### src/rtl/grh_pkg.sv
// Constants, types and helpers of the gripper command handshake block
package grh_pkg;
  // ------------------------------------------------------------
  // Process data codes
  // ------------------------------------------------------------
  localparam logic [15:0] CMD_IDLE = 16'h0000;
  localparam logic [15:0] CMD_TRANSFER = 16'h0001;
  localparam logic [15:0] CMD_TO_OUTER = 16'h0100;
  localparam logic [15:0] CMD_TO_INNER = 16'h0200;
  localparam logic [7:0] PROF_MOTOR_ON = 8'h03;
  localparam logic [7:0] PROF_MOTOR_OFF = 8'h05;
  localparam logic [7:0] PROF_INSIDE_PREPOS = 8'h5c;
  localparam logic [7:0] RECIPE_LIVE = 8'h00;
  localparam logic [7:0] PROF_RESET = 8'h00;
  // ------------------------------------------------------------
  // State word bits and fault codes
  // ------------------------------------------------------------
  localparam int SW_DRIVE_POWERED = 1;
  localparam int SW_HOST_LINK = 6;
  localparam int SW_FLAGS_LSB = 8;
  localparam int SW_ACK = 12;
  localparam int FL_OUTER = 0;
  localparam int FL_PART = 1;
  localparam int FL_INNER = 2;
  localparam int FL_NONE = 3;
  localparam logic [15:0] FAULT_NONE = 16'h0000;
  localparam logic [15:0] FAULT_BOOTING = 16'h0100;
  localparam logic [15:0] FAULT_BAD_CMD = 16'h0002;
  localparam logic [15:0] ARRIVE_TOL = 16'h0005;
  localparam logic [15:0] ILIM_POSITION = 16'hffff;
  localparam logic [15:0] PARAM_RESET = 16'h0000;
  // ------------------------------------------------------------
  // Register map
  // ------------------------------------------------------------
  localparam logic [3:0] REG_IRQ_STATUS = 4'h0;
  localparam logic [3:0] REG_IRQ_MASK = 4'h4;
  localparam logic [3:0] REG_CONTROL = 4'h8;
  localparam logic [3:0] REG_STATE = 4'hc;
  localparam logic [31:0] CTRL_RESET = 32'h0400_0001;
  localparam logic [3:0] MASK_RESET = 4'h0;
  localparam int IRQ_ACK = 0;
  localparam int IRQ_ARRIVED = 1;
  localparam int IRQ_CONTACT = 2;
  localparam int IRQ_BAD_CMD = 3;

  typedef enum logic [2:0] {
    M_IDLE = 3'h0,
    M_PREPOS = 3'h1,
    M_FORCE = 3'h3,
    M_HOLD = 3'h2,
    M_STOPPED = 3'h7,
    M_OPEN = 3'h4,
    M_OPENED = 3'h5
  } grh_motion_t;

  function automatic logic grh_near(input logic [15:0] a, input logic [15:0] b,
                                    input logic [15:0] tol);
    logic [15:0] d;
    d = (a > b) ? a - b : b - a;
    return d <= tol;
  endfunction
endpackage

### src/rtl/grh_param_bank.sv
// Holder of the motion parameters taken in by a handshake
`timescale 1ns/1ps
module grh_param_bank (
  // Clock and reset
  input wire logic i_ref_clk,
  input wire logic i_reset,
  // Load strobe and values from the host
  input wire logic i_load,
  input wire logic [15:0] i_part_window,
  input wire logic [15:0] i_clamp_force,
  input wire logic [15:0] i_travel_speed,
  input wire logic [15:0] i_outer_jaw_target,
  input wire logic [15:0] i_switchover_point,
  input wire logic [15:0] i_expected_part_position,
  input wire logic [15:0] i_inner_jaw_target,
  // Stored values
  output logic [15:0] o_part_window,
  output logic [15:0] o_clamp_force,
  output logic [15:0] o_travel_speed,
  output logic [15:0] o_outer_jaw_target,
  output logic [15:0] o_switchover_point,
  output logic [15:0] o_expected_part_position,
  output logic [15:0] o_inner_jaw_target
);
  import grh_pkg::*;

  typedef struct packed {
    logic [6:0][15:0] word;
  } grh_bank_t;

  grh_bank_t bank_reg;
  grh_bank_t bank_next;

  always_comb begin
    bank_next = bank_reg;
    if (i_load) begin
      bank_next.word = {i_part_window, i_clamp_force, i_travel_speed, i_outer_jaw_target,
                        i_switchover_point, i_expected_part_position, i_inner_jaw_target};
    end
  end

  always_ff @(posedge i_ref_clk or posedge i_reset) begin
    if (i_reset) begin
      bank_reg <= '{word: {7{PARAM_RESET}}};
    end else begin
      bank_reg <= bank_next;
    end
  end

  assign {o_part_window, o_clamp_force, o_travel_speed, o_outer_jaw_target,
          o_switchover_point, o_expected_part_position, o_inner_jaw_target} = bank_reg.word;
endmodule

### src/rtl/grh_pos_flags.sv
// Arrival flags of the jaws against the stored targets
`timescale 1ns/1ps
module grh_pos_flags (
  // Clock and reset
  input wire logic i_ref_clk,
  input wire logic i_reset,
  // Position and targets
  input wire logic [15:0] i_jaw_position,
  input wire logic [15:0] i_outer_jaw_target,
  input wire logic [15:0] i_expected_part_position,
  input wire logic [15:0] i_inner_jaw_target,
  input wire logic [15:0] i_part_window,
  // Flags: outer, part, inner, none
  output logic [3:0] o_flags
);
  import grh_pkg::*;

  typedef struct packed {
    logic [3:0] flags;
  } grh_flags_t;

  grh_flags_t fl_reg;
  grh_flags_t fl_next;
  logic [2:0] hit;
  logic [2:0][15:0] tgt;
  logic [2:0][15:0] tol;

  assign tgt = {i_inner_jaw_target, i_expected_part_position, i_outer_jaw_target};
  assign tol = {ARRIVE_TOL, i_part_window, ARRIVE_TOL};

  for (genvar g = 0; g < 3; g++) begin : g_hit
    assign hit[g] = grh_near(i_jaw_position, tgt[g], tol[g]);
  end

  always_comb begin
    fl_next.flags = {~|hit, hit};
  end

  always_ff @(posedge i_ref_clk or posedge i_reset) begin
    if (i_reset) begin
      fl_reg <= '{flags: 4'h8};
    end else begin
      fl_reg <= fl_next;
    end
  end

  assign o_flags = fl_reg.flags;
endmodule

### src/rtl/grh_top.sv
// Command and state word interpreter of the gripper process data link
`timescale 1ns/1ps
module grh_top (
  // Clock and reset
  input wire logic i_ref_clk,
  input wire logic i_reset,
  // Host process data
  input wire logic [15:0] i_command_word,
  input wire logic [7:0] i_profile_select,
  input wire logic [7:0] i_recipe_index,
  input wire logic [15:0] i_part_window,
  input wire logic [15:0] i_clamp_force,
  input wire logic [15:0] i_travel_speed,
  input wire logic [15:0] i_outer_jaw_target,
  input wire logic [15:0] i_switchover_point,
  input wire logic [15:0] i_expected_part_position,
  input wire logic [15:0] i_inner_jaw_target,
  // Device answers
  output logic [15:0] o_state_word,
  output logic [15:0] o_fault_code,
  output logic [15:0] o_jaw_position_now,
  // Drive side
  input wire logic i_boot_done,
  input wire logic [15:0] i_jaw_position,
  input wire logic [15:0] i_motor_current,
  output logic o_drive_enable,
  output logic o_drive_force_mode,
  output logic o_drive_dir,
  output logic [15:0] o_drive_target,
  output logic [15:0] o_drive_speed,
  output logic [15:0] o_current_limit,
  // Register port
  input wire logic [3:0] i_reg_addr,
  input wire logic [31:0] i_reg_wdata,
  input wire logic i_reg_wr,
  input wire logic i_reg_rd,
  output logic [31:0] o_reg_rdata,
  output logic o_irq
);
  import grh_pkg::*;

  // ------------------------------------------------------------
  // State
  // ------------------------------------------------------------
  typedef struct packed {
    logic booted;
    logic ack;
    logic drive_powered;
    logic [7:0] prof;
    grh_motion_t motion;
    logic [15:0] state_word;
    logic [15:0] fault;
    logic [15:0] jaw;
    logic drive_en;
    logic force_mode;
    logic dir;
    logic [15:0] target;
    logic [15:0] speed;
    logic [15:0] ilimit;
    logic [3:0] irq_status;
    logic [3:0] irq_mask;
    logic [31:0] ctrl;
    logic [31:0] rdata;
    logic irq;
  } grh_state_t;

  grh_state_t st_reg;
  grh_state_t st_next;

  logic [15:0] p_window, p_force, p_speed, p_outer, p_switch, p_expected, p_inner;
  logic [3:0] flags;
  logic cmd_ok, link_up, accept, load_params, run_ok, contact, at_switch;
  logic [3:0] events;

  // ------------------------------------------------------------
  // Parameter store and arrival flags
  // ------------------------------------------------------------
  grh_param_bank u_bank (
    .i_ref_clk(i_ref_clk),
    .i_reset(i_reset),
    .i_load(load_params),
    .i_part_window(i_part_window),
    .i_clamp_force(i_clamp_force),
    .i_travel_speed(i_travel_speed),
    .i_outer_jaw_target(i_outer_jaw_target),
    .i_switchover_point(i_switchover_point),
    .i_expected_part_position(i_expected_part_position),
    .i_inner_jaw_target(i_inner_jaw_target),
    .o_part_window(p_window),
    .o_clamp_force(p_force),
    .o_travel_speed(p_speed),
    .o_outer_jaw_target(p_outer),
    .o_switchover_point(p_switch),
    .o_expected_part_position(p_expected),
    .o_inner_jaw_target(p_inner)
  );

  grh_pos_flags u_flags (
    .i_ref_clk(i_ref_clk),
    .i_reset(i_reset),
    .i_jaw_position(i_jaw_position),
    .i_outer_jaw_target(p_outer),
    .i_expected_part_position(p_expected),
    .i_inner_jaw_target(p_inner),
    .i_part_window(p_window),
    .o_flags(flags)
  );

  // ------------------------------------------------------------
  // Decode
  // ------------------------------------------------------------
  assign cmd_ok = $countones(i_command_word) <= 1;
  assign link_up = st_reg.booted & st_reg.ctrl[0];
  assign accept = link_up & (i_command_word == CMD_TRANSFER) & ~st_reg.ack;
  assign load_params = accept & (i_recipe_index == RECIPE_LIVE);
  assign run_ok = st_reg.drive_powered & ~st_reg.ack & link_up &
                  (st_reg.prof == PROF_INSIDE_PREPOS);
  assign contact = i_motor_current > st_reg.ctrl[31:16];
  assign at_switch = grh_near(i_jaw_position, p_switch, ARRIVE_TOL);

  always_comb begin
    st_next = st_reg;
    if (i_boot_done) begin
      st_next.booted = 1'b1;
    end
    // Handshake
    if (accept) begin
      st_next.ack = 1'b1;
      st_next.prof = i_profile_select;
      if (i_profile_select == PROF_MOTOR_ON) begin
        st_next.drive_powered = 1'b1;
      end else if (i_profile_select == PROF_MOTOR_OFF) begin
        st_next.drive_powered = 1'b0;
      end
    end else if (st_reg.ack && i_command_word == CMD_IDLE) begin
      st_next.ack = 1'b0;
    end
    // Motion sequencer
    if (accept || !run_ok) begin
      st_next.motion = M_IDLE;
    end else if (cmd_ok) begin
      unique case (st_reg.motion)
        M_IDLE: begin
          if (i_command_word == CMD_TO_INNER) begin
            st_next.motion = M_OPEN;
          end else if (i_command_word == CMD_TO_OUTER) begin
            st_next.motion = M_PREPOS;
          end
        end
        M_OPEN: begin
          if (i_command_word != CMD_TO_INNER) begin
            st_next.motion = M_IDLE;
          end else if (flags[FL_INNER]) begin
            st_next.motion = M_OPENED;
          end
        end
        M_OPENED: begin
          if (i_command_word != CMD_TO_INNER) begin
            st_next.motion = M_IDLE;
          end
        end
        M_PREPOS: begin
          if (i_command_word != CMD_TO_OUTER) begin
            st_next.motion = M_IDLE;
          end else if (at_switch) begin
            st_next.motion = M_FORCE;
          end
        end
        M_FORCE: begin
          if (i_command_word != CMD_TO_OUTER) begin
            st_next.motion = M_IDLE;
          end else if (contact) begin
            st_next.motion = M_HOLD;
          end else if (flags[FL_OUTER]) begin
            st_next.motion = M_STOPPED;
          end
        end
        M_HOLD, M_STOPPED: begin
          if (i_command_word != CMD_TO_OUTER) begin
            st_next.motion = M_IDLE;
          end
        end
        default: st_next.motion = M_IDLE;
      endcase
    end
    // Drive commands follow the next motion state
    st_next.drive_en = st_next.motion inside {M_OPEN, M_PREPOS, M_FORCE, M_HOLD};
    st_next.force_mode = st_next.motion inside {M_FORCE, M_HOLD};
    st_next.speed = (st_next.motion == M_HOLD) ? 16'h0000 : p_speed;
    st_next.ilimit = st_next.force_mode ? p_force : ILIM_POSITION;
    st_next.target = (st_next.motion == M_OPEN) ? p_inner :
                     (st_next.motion == M_PREPOS) ? p_switch : p_outer;
    if (!st_next.drive_en) begin
      st_next.speed = 16'h0000;
    end
    st_next.dir = st_next.target > i_jaw_position;
    // Reporting starts once booted
    st_next.state_word = 16'h0000;
    st_next.jaw = 16'h0000;
    st_next.fault = FAULT_BOOTING;
    if (st_next.booted) begin
      st_next.state_word[SW_DRIVE_POWERED] = st_next.drive_powered;
      st_next.state_word[SW_HOST_LINK] = st_next.ctrl[0];
      st_next.state_word[SW_FLAGS_LSB +: 4] = flags;
      st_next.state_word[SW_ACK] = st_next.ack;
      st_next.jaw = i_jaw_position;
      st_next.fault = cmd_ok ? FAULT_NONE : FAULT_BAD_CMD;
    end
    // Register port
    if (i_reg_wr) begin
      unique case (i_reg_addr)
        REG_IRQ_MASK: st_next.irq_mask = i_reg_wdata[3:0];
        REG_CONTROL: st_next.ctrl = i_reg_wdata;
        default: st_next.irq_mask = st_reg.irq_mask;
      endcase
    end
    st_next.rdata = 32'h0000_0000;
    if (i_reg_rd) begin
      unique case (i_reg_addr)
        REG_IRQ_STATUS: st_next.rdata = {28'h0000000, st_reg.irq_status};
        REG_IRQ_MASK: st_next.rdata = {28'h0000000, st_reg.irq_mask};
        REG_CONTROL: st_next.rdata = st_reg.ctrl;
        REG_STATE: st_next.rdata = {16'h0000, st_reg.state_word};
        default: st_next.rdata = 32'h0000_0000;
      endcase
    end
    events = 4'h0;
    events[IRQ_ACK] = accept;
    events[IRQ_ARRIVED] = (st_next.motion != st_reg.motion) &&
                          (st_next.motion inside {M_OPENED, M_STOPPED});
    events[IRQ_CONTACT] = (st_next.motion == M_HOLD) && (st_reg.motion != M_HOLD);
    events[IRQ_BAD_CMD] = st_reg.booted & ~cmd_ok;
    // Sticky events; a read clears, a same-cycle event wins
    if (i_reg_rd && i_reg_addr == REG_IRQ_STATUS) begin
      st_next.irq_status = 4'h0;
    end
    st_next.irq_status = st_next.irq_status | events;
    st_next.irq = |(st_next.irq_status & st_next.irq_mask);
  end

  always_ff @(posedge i_ref_clk or posedge i_reset) begin
    if (i_reset) begin
      st_reg <= '{motion: M_IDLE, fault: FAULT_BOOTING, ctrl: CTRL_RESET,
                  irq_mask: MASK_RESET, prof: PROF_RESET, ilimit: ILIM_POSITION,
                  default: '0};
    end else begin
      st_reg <= st_next;
    end
  end

  // ------------------------------------------------------------
  // Outputs
  // ------------------------------------------------------------
  assign o_state_word = st_reg.state_word;
  assign o_fault_code = st_reg.fault;
  assign o_jaw_position_now = st_reg.jaw;
  assign o_drive_enable = st_reg.drive_en;
  assign o_drive_force_mode = st_reg.force_mode;
  assign o_drive_dir = st_reg.dir;
  assign o_drive_target = st_reg.target;
  assign o_drive_speed = st_reg.speed;
  assign o_current_limit = st_reg.ilimit;
  assign o_reg_rdata = st_reg.rdata;
  assign o_irq = st_reg.irq;
endmodule

### config.mk
export PLATFORM = sky130hd
export DESIGN_NAME = grh_top
export DESIGN_NICKNAME = d
export VERILOG_FILES = /design/src/rtl/grh_pkg.sv /design/src/rtl/grh_param_bank.sv /design/src/rtl/grh_pos_flags.sv /design/src/rtl/grh_top.sv
export SDC_FILE = /design/constraint.sdc
export NUM_CORES = 1
export LEC_CHECK = 0
export ABC_AREA = 1
export BUFFER_PORTS_ARGS = -buffer_cell sky130_fd_sc_hd__buf_2
export CORE_MARGIN = 2
export CORE_UTILIZATION = 35
export DETAILED_ROUTE_END_ITERATION = 12
export PLACE_DENSITY = 0.65
export SLEW_MARGIN = 25
export SYNTH_ARGS = -nofsm -noshare
export SYNTH_HDL_FRONTEND = slang
export SYNTH_HIERARCHICAL = 1
export SYNTH_SLANG_ARGS = --single-unit
### constraint.sdc
create_clock -name i_ref_clk -period 6.15 [get_ports i_ref_clk]
set_input_delay 0.615 -clock i_ref_clk [delete_from_list [all_inputs] [get_ports i_ref_clk]]
set_output_delay 0.615 -clock i_ref_clk [all_outputs]
set_load 0.1 [all_outputs]
Word-level counts from Yosys, hierarchy flattened:

Index checks and enable logic that the tools add are counted.

* bits in registers: 293
* input bits: 217

* $lt $le $gt $ge: 11
* muxes and demuxes: 40
* eq/ne operators: 25
* reductions and logical operators: 18
* bitwise logic cells: 12
* $add $sub $neg: 23

Operator list (number)
* $mux 16: 9
* $pmux 32 s4: 1
* $sub 16x16->16: 8
* $gt 16x16->1: 6
* $mux 32: 2
* $le 16x3->1 const B: 3
* $mux 3: 13
* $mux 36: 1
* $mux 25: 1
* $eq 3x3->1 const B: 6
* $pmux 3 s6: 1
* $add 1x1->2: 8
* $eq 16x1->1 const B: 1
* $eq 16x10->1 const B: 1
* $eq 16x9->1 const B: 1
* $le 16x16->1: 1
* $logic_not 16->1: 1
* $ne 16x10->1 const B: 1
* $ne 16x9->1 const B: 1
* $add 2x2->3: 4
* $eq 3x2->1 const B: 4
* $mux 9: 1
* $add 3x3->4: 2
* $and 1x1->1: 8
* 29 further kinds: 44

Depth between registers and ports, before layout:

Gate-level depths: netlist (run 1).

* depth after elaboration: 14
* mapped depth: 35

Modules after synthesis:

The synthesis (run 1) kept the hierarchy.

Modules (own cells, without submodules)
* grh_top: cells an instance 1374, times used 1, area each 10655.2 um^2, sequential area each 4102.7 um^2
* grh_pos_flags: cells an instance 1185, times used 1, area each 6258.5 um^2, sequential area each 101.3 um^2
* grh_param_bank: cells an instance 475, times used 1, area each 4266.6 um^2, sequential area each 2802.7 um^2

Least setup slack after synthesis (run 1):

No wires, ideal clock.

* kind: input to register
* from: in i_command_word[5]
* to: reg st_reg (netlist bit o_drive_dir)
* data arrival time: 5.693 ns
* path slack: 0.315 ns
* buffers on the path: 2
* data required time: 6.008 ns
* stages on the path: 27
* cells stage by stage: inv_1 fa_1 fa_1 fa_1 fa_1 inv_1 ha_1 fa_1 nor4_1 nand2_1 inv_1 nand3_1 nand3_1 nand3_1 inv_1 nand2_2 buf_6 buf_6 o211ai_1 nand2_1 ha_1 a21oi_1 nor2_1 a211oi_1 o221ai_1 nand2_1 a32oi_1

RTL lines
* start: declaration: line grh_top.sv:8 `input wire logic [15:0] i_command_word,`
* end signal: assignment: line grh_top.sv:243 `st_reg <= '{motion: M_IDLE, fault: FAULT_BOOTING, ctrl: CTRL_RESET,`
* end signal: assignment: line grh_top.sv:247 `st_reg <= st_next;`
* end: declaration: line grh_top.sv:67 `grh_state_t st_reg;`

==> results.yml, run 1 <==
sta:
  tightest_slew_ns: 0.876
  timing.final.crit_share: 0.933
  finClkSkew_ns: 0.0243
  rsz0062_at_grt: "false"
  slew_headroom: 0.416
  setup_viol: 0
  worst_slack_ns: 0.412
  max_freq_ghz: 0.174
  holdWs_ns: 0.264
  drv_slew: 0
  final.min_clock_period_ns: 5.74
  hold_viol_final: 0
synthesis:
  netlist_instances: 3034
  synth-async-reset-ratio: 1.00
  synth_top_area_frac: 0.306
  synth-compound-area-share: 0.0719
  synthAdderAreaFrac: 0.123
  synth_cell_types: 58
  yosys-mux-area-fraction: 0.00319
  ys_seq_elements: 279
  ys_warn_count: 6
  synth_xor_area_frac: 0.0157
  seq_area_frac_synth: 0.331
  yosys-top-cells-area: "dfrtp_1 (31%), nand2_1 (19%), ha_1 (11%)"
  synth_most_common_cell: "nand2_1"
  synth_top_family_by_area: "simple AND/OR/NAND/NOR gates"
  synth_edf_count: 0
  synth_common_cells: "nand2_1 (1,089), inv_1 (442), dfrtp_1 (259), nor2_1 (224), ha_1 (179)"
  synth_top_flop_cell: "dfrtp_1"
  yosysTopAreaCell: "dfrtp_1"
  syn-cell-area_sq_um: 21200
  syn_avg_cell_area_sq_um: 6.98
  yosys.area_share.simple: 0.307
placement:
  hpwlAfterDp_mm: 52.8
  portBuffers: 325
  place_congestion: 0.954
  dp_slack_ns: -0.0922
  dp_cells: 4004
setup_path:
  cp.arrival_ns: 6.21
  worstSetupPathType: "in -> reg"
  required_ns: 6.62
  cp-end-kind: "flop"
  cp_max_fo: 10
  cp-start-kind: "primary input"
layout:
  fillCellCount: 6556
  area_delta_synth_final_pct: 13.4
  nets: 3674
  multiInputGateArea_sq_um: 11100
  drive_gt1_frac: 0.155
  ff_latch_area_sq_um: 7010
  layout.cells.non_filler: 4070
  largest_reg_flops: 54
global_route:
  gr-usage-all-layers: 0.210
  gr-total-overflow: 0
  grt_max_degree: 98
  grt_pass1_vias: 18600
  antenna_found_initial: 3
  grt_pass1_wl_mm: 103
worst_hold_path:
  hp-class: "in -> reg"
pwr:
  vdd_ir_drop_max_mv: 0.165
  p_leak_nw: 13.7
  power_density_nw_per_um2: 216
status:
  status: "finished clean"
die:
  fp.dieH_um: 250
  initial_core_util: 0.352
  io-pin-count: 349
  core-area_sq_um: 60100
  die_x_um: 250
  fp-row-count: 90
  die_area_sq_um: 62500
route:
  drt_first_pass_iters: 6
  wire_per_inst_um: 16.3
  ant_nets: 0
  drc_errors: 0
  drt-total-wl_mm: 66.2
  num_vias: 19200
  via_per_inst: 4.73
  drt_iter0_drc: 1314
clocking:
  clk_latency_ns: 0.55
  htree_levels: 2
  clk_path_buf_depth: 3
  cts_resized: 0
  numCtsBuffers: 35
  clk_pin_slew_worst_paths_ns: 0.06
  tritoncts: "yes"
  cts_root_buf: "clkbuf_16"
  cts.sinks: 279
flow_run:
  drv_cap: 0
==> layout make-up <==
class	instances	area share
clock buffer	49	0.0412
sequential	279	0.292
tap	782	0.0407
multi-input combinational	2115	0.463
timing repair buffer	371	0.0829
inverter	458	0.0721
clock inverter	14	0.00838
antenna	2	0.000208
==> repair_timing <==
| item | 4_1_cts | 5_1_grt |
|---|---|---|
| setup buffers | 0 | 0 |
| hold buffers | 1 | 0 |
| endpoints found under the hold margin | 3 | 0 |
==> report_power, final <==
group | total (W) | switching, W | internal, W
Clock | 0.00214 | 0.000837 | 0.00130
Combinational | 0.00112 | 0.000772 | 0.000348
Sequential | 0.00194 | 0.0000268 | 0.00191
==> worst max-delay path: stages <==
cell	delay [ns]
buf_2	0.11
fa_1	0.53
inv_1	0.05
fa_1	0.50
fa_1	0.43
fa_1	0.49
inv_1	0.04
ha_1	0.21
fa_1	0.49
nor4_1	0.28
nand2_1	0.22
inv_1	0.15
nand3_1	0.13
nand3_1	0.12
nand3_1	0.08
inv_1	0.10
nand2_2	0.11
buf_12	0.16
o211ai_1	0.16
nand2_1	0.12
ha_1	0.31
nand2_1	0.07
nor4_1	0.44
nand2_1	0.10
a32oi_1	0.17
==> routing by layer <==
layer / vias up / share of wire / wire, um / global-route usage
li1: 9684 / - / - / -
met1: 8818 / 0.45 / 29600 / 0.274
met5: - / 0.00020 / 13 / 0
met3: 103 / 0.070 / 4640 / 0.0450
met4: 2 / 0.033 / 2170 / 0.0720
met2: 632 / 0.45 / 29800 / 0.344
==> layout by cell type, fill, tap and decap left out, drive strengths merged, types with 2 or more instances in the layout <==
cell      count
xnor2         6
or2          19
bufinv        4
dfstp        20
xor2         32
o211ai       16
o21ai        66
buf         370
diode         2
a211oi        2
nand2      1107
clkinvlp      2
inv         459
o221ai        4
fa           18
conb         23
mux2          6
a31oi         5
a21boi        4
nand4        34
and2          5
clkbuf       49
nor4          9
o2111ai       2
nor2        231
clkinv        7
dfrtp       259
o22ai         2
o21bai       14
ha          179
nand3b        2
a21oi       149
nand3       143
nor3         27
o21a          3
==> worst paths after layout <==
| path | startpoint | to | slack (ns) | cells after the start |
|---|---|---|---|---|
| worst min register to register | u_bank/o_clamp_force[7]$_DFFE_PP0P_ | o_current_limit[7]$_DFF_PP1_ | 0.45 | 1 |
| worst max-delay path | i_command_word[0] | o_drive_dir$_DFF_PP0_ | 0.41 | 25 |
| max in group asynchronous | i_reset | o_reg_rdata[12]$_DFF_PP0_ | 3.81 | 4 |
| worst min-delay path | i_expected_part_position[10] | u_bank/o_expected_part_position[10]$_DFFE_PP0P_ | 0.26 | 3 |
| worst max register to register | u_bank/o_switchover_point[0]$_DFFE_PP0P_ | o_drive_dir$_DFF_PP0_ | 1.64 | 28 |
| min in group asynchronous | i_reset | u_flags/o_flags[0]$_DFF_PP0_ | 0.65 | 3 |
==> stage by stage <==
step | total power, W | instance area, sq um | util | TNS (ns)
after CTS | 0.00524 | 24000 | 0.399 | 0
final | 0.00519 | 24000 | 0.400 | 0
after global placement | 0.00307 | 22800 | 0.379 | -0.0493
after detailed placement | 0.00309 | 22800 | 0.379 | -0.0922
after floorplan | 0.00277 | 21300 | - | 0
after global routing | 0.00545 | 24000 | 0.400 | 0
==> logic make-up after synthesis <==
logic type | after synthesis
flops | 279
compound gates | 273
other cells | 1
simple gates | 1578
mux | 6
buf+inv | 662
xor+xnor | 38
fa+ha+maj | 197
Note: power is estimated with default switching activity, not from simulation.
==> run 2: changes to the inputs <==
CTS_CLUSTER_SIZE = 28   (was default)
PLACE_DENSITY = default   (was 0.65)
RECOVER_POWER = 50   (was default)
==> run 2 against run 1 <==
Effect of this change: the run now ends with max-capacitance violations, max-slew violations left; sequential power hardly changed; critical path type unchanged; largest cell class unchanged; cell count is essentially flat; hold slack worse by 0.24 ns; highest routed layer is now met4; via count down 0.60%.
==> results.yml, run 2 (synthesized netlist as in run 1, its figures left out) <==
route:
  wl_met3_mm: 3.89
  top_layer_used: "met4"
  via_per_inst: 4.70
  wire_per_inst_um: 16.5
  ant_nets: 0
  num_vias: 19100
  met1Wirelength_mm: 31.2
  drt-total-wl_mm: 67.1
  drt_iter0_drc: 1212
  drc_errors: 0
  drt_first_pass_iters: 5
  dr_wl_met2_mm: 30.4
clocking:
  cts_resized: 0
  clk_latency_ns: 0.55
  clk_pin_slew_worst_paths_ns: 0.06
  clk_path_buf_depth: 3
  htree_levels: 2
  post-cts-setup-buffers: 0
  numCtsBuffers: 35
  cts.sinks: 279
  cts_root_buf: "clkbuf_16"
  tritoncts: "yes"
  hold_buffers: 0
die:
  initial_core_util: 0.352
  die_area_sq_um: 62500
  die_x_um: 250
  fp.dieH_um: 250
  core-area_sq_um: 60100
  fp-row-count: 90
  io-pin-count: 349
layout:
  layout.cells.non_filler: 4066
  fin_util: 0.398
  drive_gt1_frac: 0.151
  final_common_cell: "nand2_1"
  layout_common_cells: "nand2_1 (1,088), inv_1 (441), buf_2 (318), dfrtp_1 (259), nor2_1 (223)"
  diodes: 0
  largest_reg_flops: 54
  area_delta_synth_final_pct: 13.1
  nets: 3671
pwr:
  p_switching_w: 0.00163
  p_int_w: 0.00351
  vdd_ir_drop_max_mv: 0.147
  netSwitchingFraction: 0.317
  power.share.sequential: 0.376
  clkPwrFrac: 0.409
  p_leak_nw: 13.7
  total_power_w: 0.00514
  power_density_nw_per_um2: 215
  combPwrFrac: 0.215
sta:
  setup_viol: 0
  finClkSkew_ns: 0.0174
  max_freq_ghz: 0.176
  slew_headroom: -1.78
  rsz0062_at_grt: "false"
  worst_slack_ns: 0.478
  final.min_clock_period_ns: 5.67
  drv_slew: 227
  tightest_slew_ns: 4.17
  timing.final.crit_share: 0.922
  hold_viol_final: 0
setup_path:
  cp-end-kind: "flop"
  cp.arrival_ns: 6.14
  cp-start-kind: "primary input"
  worstSetupPathType: "in -> reg"
  required_ns: 6.62
  cp_max_fo: 21
global_route:
  antenna_found_initial: 2
  grt_pass1_vias: 18300
  gr-total-overflow: 0
  grt_max_degree: 113
  grt_pass1_wl_mm: 104
  gr-usage-all-layers: 0.213
placement:
  dp_cells: 4002
  hpwlAfterDp_mm: 53.5
  place_congestion: 0.936
  dp_slack_ns: -0.0405
  portBuffers: 325
status:
  status: "complete, but fails checks"
  failed_checks: "max-capacitance violations, max-slew violations"
worst_hold_path:
  hp-class: "in -> async"
flow_run:
  drv_cap: 3
[run 2: changes by cell type in the layout (fill, tap and decap cells not counted), sizes merged]
cell	before	now
clkbuf	49	59
clkinv	7	11
dlygate4sd3	1	0
bufinv	4	3
diode	2	0
buf	370	356
[run 2: through the flow]
step | setup TNS, ns | hold slack (ns) | cell area [sq um]
after detailed placement | -0.0405 | 0.444 | 22800
final | 0 | 0.0219 | 24000
after floorplan | 0 | 0.380 | 21300
after global routing | 0 | 0.0312 | 24000
after CTS | 0 | 0.00985 | 24000
after global placement | 0 | 0.441 | 22800
[run 2: layout make-up]
cell class                 count  area (sq um)
clock buffer                  47           982
clock inverter                17           196
fill                        6494         36200
inverter                     458          1720
multi-input combinational   2115         11100
sequential                   279          7010
tap                          782           978
timing repair buffer         368          1950
[run 2: power groups by stage]
stage	clock network [W]	logic [W]	registers, W
final	0.00210	0.00110	0.00193
after global routing	0.00224	0.00124	0.00194
after CTS	0.00217	0.00112	0.00193
after detailed placement	0	0.00111	0.00197
after global placement	0	0.00110	0.00196
after floorplan	0	0.000803	0.00197
[run 2: per-layer routing]
metal,track usage,vias to the layer above
met4,0.0612,0
met1,0.292,8769
met5,0,-
li1,-,9668
met3,0.0301,91
met2,0.350,596
[run 2: worst paths after layout]
kind / from / end / slack (ns) / cells past startpoint
worst max-delay path: i_command_word[0] / o_drive_dir$_DFF_PP0_ / 0.48 / 25
worst min-delay path: i_reset / u_flags/o_flags[0]$_DFF_PP0_ / 0.02 / 2
worst max register to register: u_bank/o_switchover_point[0]$_DFFE_PP0P_ / o_drive_dir$_DFF_PP0_ / 1.63 / 30
worst min register to register: u_bank/o_clamp_force[4]$_DFFE_PP0P_ / o_current_limit[4]$_DFF_PP1_ / 0.45 / 1
max in group asynchronous: i_reset / u_bank/o_expected_part_position[11]$_DFFE_PP0P_ / 1.34 / 3
min in group i_ref_clk: i_expected_part_position[8] / u_bank/o_expected_part_position[8]$_DFFE_PP0P_ / 0.26 / 3
[run 2: critical path, cell delays in order]
cell,delay [ns]
buf_2,0.13
fa_1,0.53
inv_1,0.05
fa_1,0.50
fa_1,0.43
fa_1,0.49
inv_1,0.05
ha_1,0.20
fa_1,0.48
nor4_1,0.30
nand2_1,0.22
inv_1,0.14
nand3_1,0.13
nand3_1,0.13
nand3_1,0.08
inv_1,0.12
nand2_2,0.09
buf_12,0.16
o211ai_1,0.16
nand2_1,0.10
ha_1,0.30
nand2_1,0.08
nor4_1,0.37
nand2_1,0.09
a32oi_1,0.18
==> run 3: changes to the inputs <==
CORE_UTILIZATION = 57   (was 35)
CTS_CLUSTER_DIAMETER = 50   (was default)
PLACE_DENSITY_LB_ADDON = 0.05   (was default)
==> run 3 against run 2 <==
Effect of this change: the run still ends with max-capacitance violations, max-slew violations left; sequential share of layout area grew 1.0 points; clock power shrank 14%; core utilization grew 23 points; power shrank 5.7%; fmax shrank 1.7%; critical path depth grew 2; global-route usage grew 11 points; wire length shrank 5.4%; hold slack gained 0.19 ns; largest cell class unchanged.
==> results.yml, run 3 (synthesized netlist as in run 1, its figures left out) <==
worst_hold_path:
  holdPathStages: 3
  hold_end: "u_bank/o_travel_speed[4]$_DFFE_PP0P_"
  min_from: "i_travel_speed[4]"
  hp-class: "in -> reg"
clocking:
  numCtsBuffers: 28
  cts.sinks: 279
  tritoncts: "yes"
  post-cts-setup-buffers: 0
  htree_levels: 1
  clk_path_buf_depth: 3
  cts_resized: 0
  clk_pin_slew_worst_paths_ns: 0.08
  cts_root_buf: "clkbuf_16"
  clk_latency_ns: 0.60
sta:
  max_freq_ghz: 0.173
  slew_headroom: -1.50
  rsz0062_at_grt: "false"
  setup_viol: 0
  finClkSkew_ns: 0.0324
  tightest_slew_ns: 3.74
  timing.final.crit_share: 0.938
  drv_slew: 203
  final.min_clock_period_ns: 5.77
  hold_viol_final: 0
die:
  core-area_sq_um: 36600
  die_x_um: 197
  io-pin-count: 349
  initial_core_util: 0.579
  fp-row-count: 70
  die_area_sq_um: 38700
  fp.dieH_um: 197
global_route:
  grt-busiest-layer: "met2"
  grt_max_degree: 113
  use_met1: 0.420
  antenna_found_initial: 4
  grt_pass1_vias: 18900
  gr-usage-all-layers: 0.326
  met3_usage: 0.0397
  gr-total-overflow: 0
  grt_pass1_wl_mm: 99.8
  grtUsageMet2: 0.561
flow_run:
  drv_cap: 3
setup_path:
  r2r-start: "u_bank/o_switchover_point[1]$_DFFE_PP0P_"
  reg2reg_to: "o_drive_dir$_DFF_PP0_"
  rr_worst_depth: 30
  cp_max_fo: 22
  startpoint: "i_command_word[11]"
  worstSetupPathType: "in -> reg"
  cp.arrival_ns: 6.22
  required_ns: 6.61
  cp-start-kind: "primary input"
  reg2reg_slack_ns: 1.60
  cp-end-kind: "flop"
placement:
  dp_cells: 3672
  place_congestion: 0.974
  portBuffers: 325
  hpwlAfterDp_mm: 50.7
route:
  via_per_inst: 5.22
  drt_first_pass_iters: 8
  drc_errors: 0
  drt-total-wl_mm: 63.5
  drt_iter0_drc: 1327
  num_vias: 19500
  ant_nets: 0
  wire_per_inst_um: 17.0
layout:
  fillCellCount: 3452
  drive_gt1_frac: 0.114
  largest_reg_flops: 54
  final_common_cell: "nand2_1"
  area_delta_synth_final_pct: 9.27
  layout_common_cells: "nand2_1 (1,089), inv_1 (441), dfrtp_1 (259), nor2_1 (223), buf_2 (215)"
  layout.cells.non_filler: 3729
  nets: 3649
pwr:
  total_power_w: 0.00485
  p_leak_nw: 13.2
  vdd_ir_drop_max_mv: 0.211
  power_density_nw_per_um2: 209
status:
  status: "complete, but fails checks"
  failed_checks: "max-capacitance violations, max-slew violations"
run 3: changes by cell type in the layout (fill, tap and decap cells not counted), moves of 2 or more:
cell / delta
clkinv_8: +4
bufinv_16: -2
buf_2: -103
buf_4: -12
clkbuf_8: -4
clkbuf_1: +96
clkinv_2: -2
diode_2: +4
inv_12: +4
clkbuf_16: -8
run 3: power breakdown:
group          switching [W]  internal [W]
Combinational       0.000771      0.000335
Sequential         0.0000265       0.00191
Clock               0.000869      0.000940
run 3: repair_timing:
item | CTS | global route
endpoints found under the setup margin | 0 | 0
hold buffers | 1 | 0
endpoints found under the hold margin | 3 | 0
run 3: how the worst max path moves through the flow:
stage / end / cells after the start
after detailed placement: o_drive_dir$_DFF_PP0_ / 27
final: o_drive_dir$_DFF_PP0_ / 27
after floorplan: o_drive_dir$_DFF_PP0_ / 27
after global routing: o_drive_dir$_DFF_PP0_ / 27
after CTS: o_drive_dir$_DFF_PP0_ / 27
after global placement: o_drive_dir$_DFF_PP0_ / 27
run 3: stage by stage:
stage / cell area, sq um / setup TNS, ns / worst slack [ns] / util / hold slack, ns
finish: 23100 / 0 / 0.383 / 0.632 / 0.214
global route: 23100 / 0 / 0.0521 / 0.632 / 0.209
CTS: 23300 / 0 / 0.440 / 0.636 / 0.191
detailed placement: 22300 / -0.156 / -0.156 / 0.609 / 0.442
global placement: 22300 / -0.00383 / -0.00383 / 0.609 / 0.442
floorplan: 21300 / 0 / 0.315 / - / 0.380
run 3: routing by layer:
layer  part of all wire  vias up
met5                  0        -
met4              0.040        0
met3              0.058      149
met2               0.48      639
met1               0.42     9059
li1                   -     9619
run 3: worst max-delay path, stage by stage:
cell and delay [ns]:
buf_2 0.12, fa_1 0.49, fa_1 0.51, inv_1 0.06, fa_1 0.47, fa_1 0.50, inv_1 0.04, ha_1 0.22
fa_1 0.48, nor4_1 0.28, nand2_1 0.23, inv_1 0.17, nand3_1 0.14, nand3_1 0.12, nand3_1 0.08, inv_1 0.10
nand2_2 0.10, buf_12 0.17, o211ai_1 0.15, nand2_1 0.11, ha_1 0.30, nand2_1 0.09, nor2_1 0.05, a211oi_1 0.25
o221ai_1 0.18, nand2_1 0.09, a32oi_1 0.09
run 3: layout make-up:
cell class	count	area, sq um	share of cell area
sequential	279	7010	0.303
tap	468	586	0.0253
clock inverter	22	289	0.0125
timing repair buffer	353	1710	0.0737
clock buffer	30	708	0.0306
inverter	458	1730	0.0746
antenna	4	10.0	0.000433
multi-input combinational	2115	11100	0.480
